[src/pesc_pkg.sv]
package pesc_pkg;
    // ==========================================================
    // register map (word-aligned byte addresses)
    localparam logic [7:0] PESC_FLAGS_LO_ADDR = 8'h00;
    localparam logic [7:0] PESC_FLAGS_HI_ADDR = 8'h04;
    localparam logic [7:0] PESC_CTRL_LO_ADDR = 8'h08;
    localparam logic [7:0] PESC_CTRL_HI_ADDR = 8'h0C;
    localparam logic [7:0] PESC_STATUS_ADDR = 8'h10;
    localparam logic [7:0] PESC_CLEAR_ADDR = 8'h14;
    localparam logic [7:0] PESC_ENABLE_ADDR = 8'h18;
    // ==========================================================
    // error flag positions
    localparam int PESC_NFLAGS = 7;
    localparam int PESC_WDPE_BIT = 0;
    localparam int PESC_APE_BIT = 1;
    localparam int PESC_RDPE_BIT = 2;
    localparam int PESC_PERR_BIT = 3;
    localparam int PESC_SERR_BIT = 4;
    localparam int PESC_DTO_BIT = 5;
    localparam int PESC_NMI_BIT = 6;
    // enable of flag n is control bit PESC_EN_TOP - n (63 down to 57)
    localparam int PESC_EN_TOP = 63;
    // pci reset control bit in control register, low word
    localparam int PESC_PCIRST_BIT = 0;
    // ==========================================================
    // reset values
    localparam logic [63:0] PESC_CTRL_RST = 64'h0000_0000_0000_0000;
    localparam logic [31:0] PESC_ZERO32 = 32'h0000_0000;
endpackage

[src/pesc_flag.sv]
`timescale 1ns/100ps
// one sticky error flag: set wins over clear
module pesc_flag (
    input wire logic mclk_i,
    input wire logic rst_i,
    input wire logic set_i,
    input wire logic clr_i,
    output logic flag_o
);
    logic flag_q;
    logic flag_d;
    // ==========================================================
    // next state
    assign flag_d = set_i ? 1'b1 : (clr_i ? 1'b0 : flag_q);
    always_ff @(posedge mclk_i) begin
        if (rst_i) begin
            flag_q <= 1'b0;
        end else begin
            flag_q <= flag_d;
        end
    end
    assign flag_o = flag_q;
endmodule

[src/pesc_top.sv]
`timescale 1ns/100ps
// Overview of operation
// - target write data parity error sets bit 0
// - target address parity error sets bit 1
// - initiator read data parity error sets bit 2
// - perr seen while participating sets bit 3
// - serr seen while initiator sets bit 4
// - control bits 63..57 enable flags 0..6
// - writing one clears flag, zero keeps
// - reset or pci reset control clears flags
// - initiator device timeout sets bit 5
// - nonmaskable interrupt input sets bit 6
// - flag bits 63..7 read zero
module pesc_top
    import pesc_pkg::*;
(
    input wire logic MCLK_I,
    input wire logic RST_I,
    // wishbone classic slave
    input wire logic CYC_I,
    input wire logic STB_I,
    input wire logic WE_I,
    input wire logic [7:0] ADR_I,
    input wire logic [3:0] SEL_I,
    input wire logic [31:0] DAT_I,
    output logic [31:0] DAT_O,
    output logic ACK_O,
    output logic ERR_O,
    // pci error events, one-cycle or level, sampled each clock
    input wire logic TGT_WR_DATA_PERR_I,
    input wire logic TGT_ADDR_PERR_I,
    input wire logic INIT_RD_DATA_PERR_I,
    input wire logic PARTICIPATING_I,
    input wire logic INITIATOR_I,
    input wire logic PERR_N_I,
    input wire logic SERR_N_I,
    input wire logic DEV_TIMEOUT_I,
    input wire logic NMI_I,
    // outputs
    output logic PCI_RESET_O,
    output logic SYS_ERR_INT_O,
    output logic EVT_INT_O
);
    localparam int N = PESC_NFLAGS;

    logic [N-1:0] evt;
    logic [N-1:0] flags;
    logic [N-1:0] flag_en;
    logic [N-1:0] flag_clr;
    logic [63:0] ctrl_q;
    logic [N-1:0] st_q;
    logic [N-1:0] ien_q;
    logic ack_q;
    logic [31:0] dat_q;
    logic req;
    logic wr_stb;
    logic rd_stb;
    logic hit_flo;
    logic hit_fhi;
    logic hit_clo;
    logic hit_chi;
    logic hit_st;
    logic hit_clr;
    logic hit_ien;
    logic mapped;
    logic [31:0] wmask;
    logic [31:0] rd_mux;
    logic pci_rst;

    // ==========================================================
    // error event detection
    assign evt[PESC_WDPE_BIT] = TGT_WR_DATA_PERR_I;
    assign evt[PESC_APE_BIT] = TGT_ADDR_PERR_I;
    assign evt[PESC_RDPE_BIT] = INIT_RD_DATA_PERR_I;
    assign evt[PESC_PERR_BIT] = ~PERR_N_I & PARTICIPATING_I;
    assign evt[PESC_SERR_BIT] = ~SERR_N_I & INITIATOR_I;
    assign evt[PESC_DTO_BIT] = DEV_TIMEOUT_I & INITIATOR_I;
    assign evt[PESC_NMI_BIT] = NMI_I;

    // ==========================================================
    // bus decode
    assign req = CYC_I & STB_I & ~ack_q;
    assign wr_stb = req & WE_I;
    assign rd_stb = req & ~WE_I;
    assign hit_flo = (ADR_I == PESC_FLAGS_LO_ADDR);
    assign hit_fhi = (ADR_I == PESC_FLAGS_HI_ADDR);
    assign hit_clo = (ADR_I == PESC_CTRL_LO_ADDR);
    assign hit_chi = (ADR_I == PESC_CTRL_HI_ADDR);
    assign hit_st = (ADR_I == PESC_STATUS_ADDR);
    assign hit_clr = (ADR_I == PESC_CLEAR_ADDR);
    assign hit_ien = (ADR_I == PESC_ENABLE_ADDR);
    assign mapped = hit_flo | hit_fhi | hit_clo | hit_chi | hit_st | hit_clr | hit_ien;
    assign wmask = {{8{SEL_I[3]}}, {8{SEL_I[2]}}, {8{SEL_I[1]}}, {8{SEL_I[0]}}};

    // ==========================================================
    // flag clearing: write one, or pci reset control
    assign pci_rst = ctrl_q[PESC_PCIRST_BIT];
    assign flag_clr = ({N{wr_stb & hit_flo}} & DAT_I[N-1:0] & wmask[N-1:0])
                      | {N{pci_rst}};

    // ==========================================================
    // sticky flags, one cell each
    genvar g;
    generate
        for (g = 0; g < N; g++) begin : g_flag
            pesc_flag u_flag (
                .mclk_i(MCLK_I),
                .rst_i(RST_I),
                .set_i(evt[g] & ~pci_rst),
                .clr_i(flag_clr[g]),
                .flag_o(flags[g])
            );
            assign flag_en[g] = ctrl_q[PESC_EN_TOP - g];
        end
    endgenerate

    // ==========================================================
    // hardware error interrupt
    assign SYS_ERR_INT_O = |(flags & flag_en);
    assign PCI_RESET_O = pci_rst;

    // ==========================================================
    // control register
    always_ff @(posedge MCLK_I) begin
        if (RST_I) begin
            ctrl_q <= PESC_CTRL_RST;
        end else if (wr_stb & hit_clo) begin
            ctrl_q[31:0] <= (ctrl_q[31:0] & ~wmask) | (DAT_I & wmask);
        end else if (wr_stb & hit_chi) begin
            ctrl_q[63:32] <= (ctrl_q[63:32] & ~wmask) | (DAT_I & wmask);
        end
    end

    // ==========================================================
    // event status, clear and enable
    always_ff @(posedge MCLK_I) begin
        if (RST_I) begin
            st_q <= '0;
        end else begin
            st_q <= evt | (st_q & ~({N{wr_stb & hit_clr}} & DAT_I[N-1:0] & wmask[N-1:0]));
        end
    end

    always_ff @(posedge MCLK_I) begin
        if (RST_I) begin
            ien_q <= '0;
        end else if (wr_stb & hit_ien) begin
            ien_q <= (ien_q & ~wmask[N-1:0]) | (DAT_I[N-1:0] & wmask[N-1:0]);
        end
    end
    assign EVT_INT_O = |(st_q & ien_q);

    // ==========================================================
    // read data mux; upper flag bits read zero
    assign rd_mux = hit_flo ? {{(32-N){1'b0}}, flags} :
                    hit_fhi ? PESC_ZERO32 :
                    hit_clo ? ctrl_q[31:0] :
                    hit_chi ? ctrl_q[63:32] :
                    hit_st ? {{(32-N){1'b0}}, st_q} :
                    hit_ien ? {{(32-N){1'b0}}, ien_q} :
                    PESC_ZERO32;

    // ==========================================================
    // bus answer one cycle after request
    always_ff @(posedge MCLK_I) begin
        if (RST_I) begin
            ack_q <= 1'b0;
            dat_q <= PESC_ZERO32;
        end else begin
            ack_q <= req;
            if (rd_stb) begin
                dat_q <= rd_mux;
            end
        end
    end
    logic err_q;
    always_ff @(posedge MCLK_I) begin
        if (RST_I) begin
            err_q <= 1'b0;
        end else begin
            err_q <= req & ~mapped;
        end
    end
    assign ACK_O = ack_q & ~err_q;
    assign ERR_O = err_q;
    assign DAT_O = dat_q;

    // ==========================================================
    // checks
    AST_WDPE: assert property (@(posedge MCLK_I) disable iff (RST_I)
        TGT_WR_DATA_PERR_I & ~pci_rst |=> flags[PESC_WDPE_BIT])
        else $error("write parity flag not set");
    AST_APE: assert property (@(posedge MCLK_I) disable iff (RST_I)
        TGT_ADDR_PERR_I & ~pci_rst |=> flags[PESC_APE_BIT]) else $error("addr parity flag not set");
    AST_RDPE: assert property (@(posedge MCLK_I) disable iff (RST_I)
        INIT_RD_DATA_PERR_I & ~pci_rst |=> flags[PESC_RDPE_BIT]) else $error("read parity flag");
    AST_PERR: assert property (@(posedge MCLK_I) disable iff (RST_I)
        ~PERR_N_I & PARTICIPATING_I & ~pci_rst |=> flags[PESC_PERR_BIT]) else $error("perr flag");
    AST_SERR: assert property (@(posedge MCLK_I) disable iff (RST_I)
        ~SERR_N_I & INITIATOR_I & ~pci_rst |=> flags[PESC_SERR_BIT]) else $error("serr flag");
    AST_INT: assert property (@(posedge MCLK_I) disable iff (RST_I)
        flags[0] & ctrl_q[63] |-> SYS_ERR_INT_O) else $error("interrupt missing");
    AST_W1C: assert property (@(posedge MCLK_I) disable iff (RST_I)
        wr_stb & hit_flo & DAT_I[0] & SEL_I[0] & ~evt[0] |=> ~flags[0]) else $error("w1c fail");
    AST_PRST: assert property (@(posedge MCLK_I) disable iff (RST_I)
        pci_rst |=> flags == '0) else $error("pci reset did not clear");
    AST_DTO: assert property (@(posedge MCLK_I) disable iff (RST_I)
        DEV_TIMEOUT_I & INITIATOR_I & ~pci_rst |=> flags[PESC_DTO_BIT]) else $error("timeout");
    AST_NMI: assert property (@(posedge MCLK_I) disable iff (RST_I)
        NMI_I & ~pci_rst |=> flags[PESC_NMI_BIT]) else $error("nmi flag");
    AST_MBZ: assert property (@(posedge MCLK_I) disable iff (RST_I)
        rd_stb & hit_fhi |=> DAT_O == PESC_ZERO32) else $error("reserved bits nonzero");
    AST_NOINT: assert property (@(posedge MCLK_I) disable iff (RST_I)
        (flags & flag_en) == '0 |-> ~SYS_ERR_INT_O) else $error("spurious interrupt");
    COV_INT: cover property (@(posedge MCLK_I) disable iff (RST_I) $rose(SYS_ERR_INT_O));
    COV_CLR: cover property (@(posedge MCLK_I) disable iff (RST_I) $fell(SYS_ERR_INT_O));
    COV_RACE: cover property (@(posedge MCLK_I) disable iff (RST_I) evt[0] & flag_clr[0]);
endmodule

[config.mk]
export PLATFORM = sky130hd
export DESIGN_NAME = pesc_top
export DESIGN_NICKNAME = d
export VERILOG_FILES = /design/src/pesc_pkg.sv /design/src/pesc_flag.sv /design/src/pesc_top.sv
export SDC_FILE = /design/constraint.sdc
export NUM_CORES = 1
export LEC_CHECK = 0
export BUFFER_PORTS_ARGS = -buffer_cell sky130_fd_sc_hd__buf_4
export CORE_MARGIN = 2
export CORE_UTILIZATION = 50
export DETAILED_ROUTE_END_ITERATION = 10
export PLACE_DENSITY_LB_ADDON = 0.12
export SYNTH_ARGS = -nofsm -noshare
export SYNTH_HDL_FRONTEND = slang
export SYNTH_SLANG_ARGS = --single-unit
[constraint.sdc]
create_clock -name MCLK_I -period 1.9 [get_ports MCLK_I]
set_input_delay 0.285 -clock MCLK_I [delete_from_list [all_inputs] [get_ports MCLK_I]]
set_output_delay 0.285 -clock MCLK_I [all_outputs]
set_load 0.005 [all_outputs]
==> metrics.txt, run 1 <==
Cell Pwr Density=910 mW/mm2; Worst setup SP type=flop; GRT overflow=0; maximum achievable frequency=roughly 0.55 GHz; Initial Utilization=51.7%; dpl cells=between 700 and 800; Rel. slew slack=between 60% and 70%; WS Path Type=flop to primary output; most common cell after layout, fill and taps aside=dfxtp_1; sequential power share=about two fifths; clock root buffer=clkbuf_8; first-pass GRT wire length=about 21 mm; DRC Markers=0; I/O pins=95; row count=36; DP HPWL=9.14 mm; Int Power=~4.8 mW; Post-DP Area=just over 0.006 mm2; RSZ-0062 raised after global routing=false; Seq cells post-synth=approximately 120; # resized after CTS=0; Max Cap Violations=0; vias per cell=between 5 and 6; vias in the first global route=between 4k and 5k; Slew @ Worst Pin=around 530 ps; Syn Nets=578; CTS buffer count=17; Seq/Total Area, Yosys=47.1%; clk sinks=119; # setup viols final=0; share of cells above drive strength 1=a little over a quarter; most area-hungry cell type in the Yosys netlist=dfxtp_1; die area=between 0.01 and 0.015 mm2; largest net degree at the start of global routing=35; port bufs=94; initial detailed-routing violation count=roughly 230; Routed Antenna Nets=0; NumNets Final=between 600 and 700; Psw=between 1 and 1.5 mW; Vias=between 4k and 5k; Hold Path Class=input port to flop; initial antenna violation count=0; setup repair bufs after CTS=0; DR pass1 iterations=5; post-synthesis instance area=roughly 0.0051 mm2; power share of the clock group=52.7%; fin util=between 60 and 70%; Final min period=approximately 1800 ps; CTS tree=built; Fillers=between 700 and 800; WHS Path Cells=3; FF-to-FF path depth=5; dominant cells by area after synthesis=dfxtp_1 47%, mux2i_1 19%, nor2_1 6.1%; cts hold-fix bufs=0; static leakage=around 2.7 nW; worst path arrival time=approximately 1500 ps; share of the synthesized area in the top cell type=a little under half; Hold Slack=~12 ps; Post-Synthesis Cells=between 500 and 600; run status=completed; crit end category=primary output; Chip Height=~100 um; Avg Inst Size Synth=9.72 um2; clk_lat worst skew=520 ps; Peak VDD IR=0.000571 V; H-tree Lvls=4; Reg clk slew, reported paths=about 60 ps; PnR Total Power=between 6 and 7 mW; storage element area=approximately 0.0024 mm2; number of inserted diodes=0; final cycle utilization of the critical path=a little over nine tenths; Avg WL per Cell=16.9 um; Non-Filler Instances=777; Max clock buf depth=2; logic gate share of total power=slightly below 6%; core footprint=0.00977 mm2; required time of the critical path=1620 ps; Final Hold Viols=0; area occupied by multi-input gates=about 0.0026 mm2; CP Max Fanout=3; routability-driven placement congestion ratio=0.868; die outline width=~100 um; GRT Resource Usage Total=24.9%; Synth cell types=39; area grow syn2layout=33.3%; Slew Limit Fails=0; Sw Share=21.3%; fin area=between 0.006 and 0.007 mm2; Syn. warnings=0; WL final=13.1 mm; clk_skew=roughly 8 ps; most frequent cells in the layout=119 x dfxtp_1, 117 x buf_4, 96 x mux2i_1
## through the flow
| stage | setup slack (ps) | setup TNS, ps |
|---|---|---|
| finish | 90.3 | 0 |
| detailed placement | -83.3 | -3390 |
| global placement | -45.9 | -1850 |
| floorplan | -44.6 | -276 |
| global route | 21.1 | 0 |
| CTS | 83.7 | 0 |
## final cells by class
| type | instances | share of cell area [%] |
|---|---|---|
| Clock buffer | 22 | 6.58 |
| Clock inverter | 9 | 2.23 |
| Inverter | 1 | 0.0557 |
| Multi-Input combinational cell | 368 | 37.9 |
| Sequential cell | 119 | 35.4 |
| Tap cell | 133 | 2.47 |
| Timing Repair Buffer | 125 | 15.4 |
## synth_stat cells
cell type / number
a2111o_1: 1
a211oi_1: 5
a21o_1: 6
a21oi_1: 17
a222oi_1: 2
a22oi_1: 4
a311oi_1: 3
a31oi_1: 11
and3_1: 1
and3b_1: 6
and4_1: 1
and4b_1: 1
buf_1: 1
buf_2: 2
buf_4: 1
buf_6: 1
clkbuf_1: 27
dfxtp_1: 119
inv_1: 1
mux2i_1: 96
nand2_1: 31
nand2b_1: 9
nand3_1: 2
nand3b_1: 1
nand4b_1: 2
nor2_1: 82
nor2b_1: 16
nor3_2: 1
nor4_1: 7
nor4_4: 8
nor4b_1: 1
nor4b_4: 1
nor4bb_1: 2
o21ai_0: 39
o22ai_1: 7
or3_1: 2
or3b_2: 1
or4_1: 1
or4_4: 1
## power by group through the flow
| stage | Sequential [mW] | Clock (mW) | Combinational, mW |
|---|---|---|---|
| 2_1_floorplan | 2.59 | 0 | 0.168 |
| 3_3_place_gp | 2.60 | 0 | 0.341 |
| 3_5_place_dp | 2.60 | 0 | 0.349 |
| 4_1_cts | 2.55 | 3.27 | 0.352 |
| 5_1_grt | 2.55 | 3.38 | 0.384 |
| 6_report | 2.55 | 3.23 | 0.354 |
## worst max-delay path: stages, from the launching register on
cell	delay (ps)
dfxtp_1	350
a222oi_1	390
nand3_1	130
buf_4	160
## final timing paths
path                             endpoint  slack, ps      start
worst max-delay path            EVT_INT_O         90    st_q[3]
worst min-delay path                 flop         10   DAT_I[7]
worst max register to register       flop        180      ack_q
worst min register to register  DAT_O[24]        450  DAT_O[24]
## cells by family after synthesis
group / Yosys count / share of synthesized area [%]
compound gates: 95 / 11.1
buf+inv: 33 / 2.72
flops: 119 / 47.1
mux: 96 / 19.0
simple gates: 177 / 20.0
## metal layers
metal | track usage (%) | wire length [um] | up-vias
met5 | 0 | 0 | -
met4 | 9.36 | 221 | 0
met3 | 4.55 | 646 | 17
met2 | 40.6 | 6320 | 118
met1 | 32.8 | 5930 | 2077
li1 | - | - | 2080
Power figures use the tool's default switching activity.
==> inputs of run 2 (changes only) <==
Settings changed: GPL_TIMING_DRIVEN set to 0.
==> run 2 against run 1 <==
Via count is 3.2% higher; utilization did not move; sequential power is essentially flat; final cell count grew 1.4%; highest routed layer unchanged.
==> metrics.txt, run 2 (synthesis gave the netlist of run 1 again) <==
run status=completed; Peak VDD IR=0.000723 V (+27%); Cell Pwr Density=916 mW/mm2 (+0.56%); maximum achievable frequency=0.545 GHz (-1.4%); Worst R2R Setup Slack=130 ps (-50 ps); Psw=1.38 mW (+5.2%); routability-driven placement congestion ratio=0.891 (+2.6%); start point of the critical path=ADR_I[2]; vias per cell=5.62 (+1.7%); Slew @ Worst Pin=761 ps (+233 ps); fin area=0.00674 mm2 (unchanged); CTS buffer count=17 (unchanged); Routed Antenna Nets=0 (unchanged); die outline width=105 um (unchanged); most used cell, CP=clkbuf_1; # setup viols final=0 (unchanged); worst reg2reg endpoint=DAT_O[6]; WS Path Type=input port to flop; DP HPWL=9.79 mm (+7.1%); clk_skew=4.84 ps (-3.23 ps); share of cells above drive strength 1=25.2% (-0.90 points); Max Cap Violations=0 (unchanged); RSZ-0062 raised after global routing=true; Worst setup SP type=input port; Worst path slowest cell=clkbuf_1; Reg clk slew, reported paths=60 ps (about the same); Max clock buf depth=2 (unchanged); cts hold-fix bufs=0 (unchanged); row count=36 (unchanged); static leakage=2.68 nW (-0.89%); port bufs=93 (-1.1%); clock root buffer=clkbuf_8; crit end category=flop; Initial Utilization=51.7% (unchanged); Final min period=1840 ps (+25.7 ps); logic gate share of total power=5.8% (about the same); GRT Resource Usage Total=26.1% (+1.3 points); area grow syn2layout=33.3% (unchanged); worst path arrival time=2260 ps (+740 ps); GRT overflow=0 (unchanged); Avg WL per Cell=17.9 um (+6.1%); initial antenna violation count=0 (unchanged); die area=0.0109 mm2 (unchanged); DRC Markers=0 (unchanged); DR pass1 iterations=5 (unchanged); most common cell after layout, fill and taps aside=dfxtp_1; PnR Total Power=6.17 mW (+0.56%); r2r startpoint=ack_q; CP Cell Sequence=buf_4, clkbuf_1, clkbuf_1, clkbuf_1, o21ai_0, a21o_1, o22ai_1; Post-DP Area=0.00595 mm2 (-3.2%); CTS tree=built; CP Max Fanout=10 (+7); number of inserted diodes=0 (unchanged); Fillers=779 (-0.38%); first-pass GRT wire length=22.4 mm (+4.4%); slowest cell delay on critical path=630 ps (+240 ps); Final Hold Viols=0 (unchanged); Sw Share=22.3% (+0.99 points); sequential power share=41.3% (-0.2 points); clk_lat worst skew=510 ps (about the same); I/O pins=95 (unchanged); NumNets Final=700 (+1.4%); largest net degree at the start of global routing=17 (-51%); Non-Filler Instances=788 (+1.4%); CP Capture Point=DAT_O[3]; clk sinks=119 (unchanged); Slew Limit Fails=0 (unchanged); power share of the clock group=52.8% (about the same); Rel. slew slack=49.2% (-15 points); final cycle utilization of the critical path=96.6% (+1.4 points); core footprint=0.00977 mm2 (unchanged); WL final=14.1 mm (+7.6%); fin util=68.9% (unchanged); initial detailed-routing violation count=222 (-1.3%); dpl cells=746 (unchanged); most frequent cells in the layout=116 x dfxtp_1, 100 x buf_4, 96 x mux2i_1; Hold Path Class=input port to flop; required time of the critical path=2330 ps (+710 ps); Int Power=4.79 mW (-0.70%); H-tree Lvls=4 (unchanged); Chip Height=105 um (unchanged); Vias=4428 (+3.2%); FF-to-FF path depth=6 (+1); vias in the first global route=4360 (+2.7%)
run 2: area by class of cell:
class	instances	area [um2]	area share, %
Timing Repair Buffer	104	856	12.7
Inverter	1	3.75	0.0557
Tap cell	133	166	2.47
Sequential cell	119	2390	35.4
Clock inverter	13	180	2.67
Multi-Input combinational cell	368	2560	38.0
Buffer	31	164	2.43
Clock buffer	19	422	6.26
run 2: power by group through the flow:
stage | clock network [mW] | registers [mW] | logic (mW)
floorplan | 0 | 2.59 | 0.168
detailed placement | 0 | 2.60 | 0.348
CTS | 3.28 | 2.55 | 0.353
global placement | 0 | 2.60 | 0.342
global route | 3.39 | 2.55 | 0.386
finish | 3.26 | 2.55 | 0.360
run 2: worst max-delay path: cells and delay by family:
kind | cells | cell delay, ps
buffers and inverters | 4 | 1450
AOI/OAI and AO/OA | 3 | 530
run 2: worst min path at each step:
stage              start                       to  cells after the start  slack (ps)
5_1_grt         DAT_I[4]                  st_q[4]                      2           9
4_1_cts         DAT_I[4]                  st_q[4]                      2           3
3_3_place_gp   DAT_O[26]                DAT_O[26]                      2         440
2_1_floorplan   DAT_I[3]  g_flag[3].u_flag.flag_o                      1         390
3_5_place_dp   DAT_O[25]                DAT_O[25]                      2         450
6_report        DAT_I[4]                  st_q[4]                      2          10
run 2: per-layer routing:
metal / routed length (um) / up-vias / GRT usage [%]
li1: - / 2101 / -
met1: 6240 / 2157 / 34.1
met2: 6780 / 155 / 43.3
met3: 948 / 15 / 5.12
met4: 135 / 0 / 8.69
met5: 0 / - / 0
run 2: metrics by stage:
step | setup WS [ps] | setup TNS, ps | hold WS [ps]
2_1_floorplan | -44.6 | -276 | 393
3_3_place_gp | -620 | -44960 | 436
3_5_place_dp | -681 | -48290 | 447
4_1_cts | 5.33 | 0 | 2.54
5_1_grt | -27.3 | -55.1 | 9.08
6_report | 64.6 | 0 | 11.7
run 2: timing repair:
item	4_1_cts	5_1_grt
hold endpoints to repair	0	0
setup buffers	1	10
resized for setup	5	20
pin swaps	8	11
setup endpoints to repair	83	89
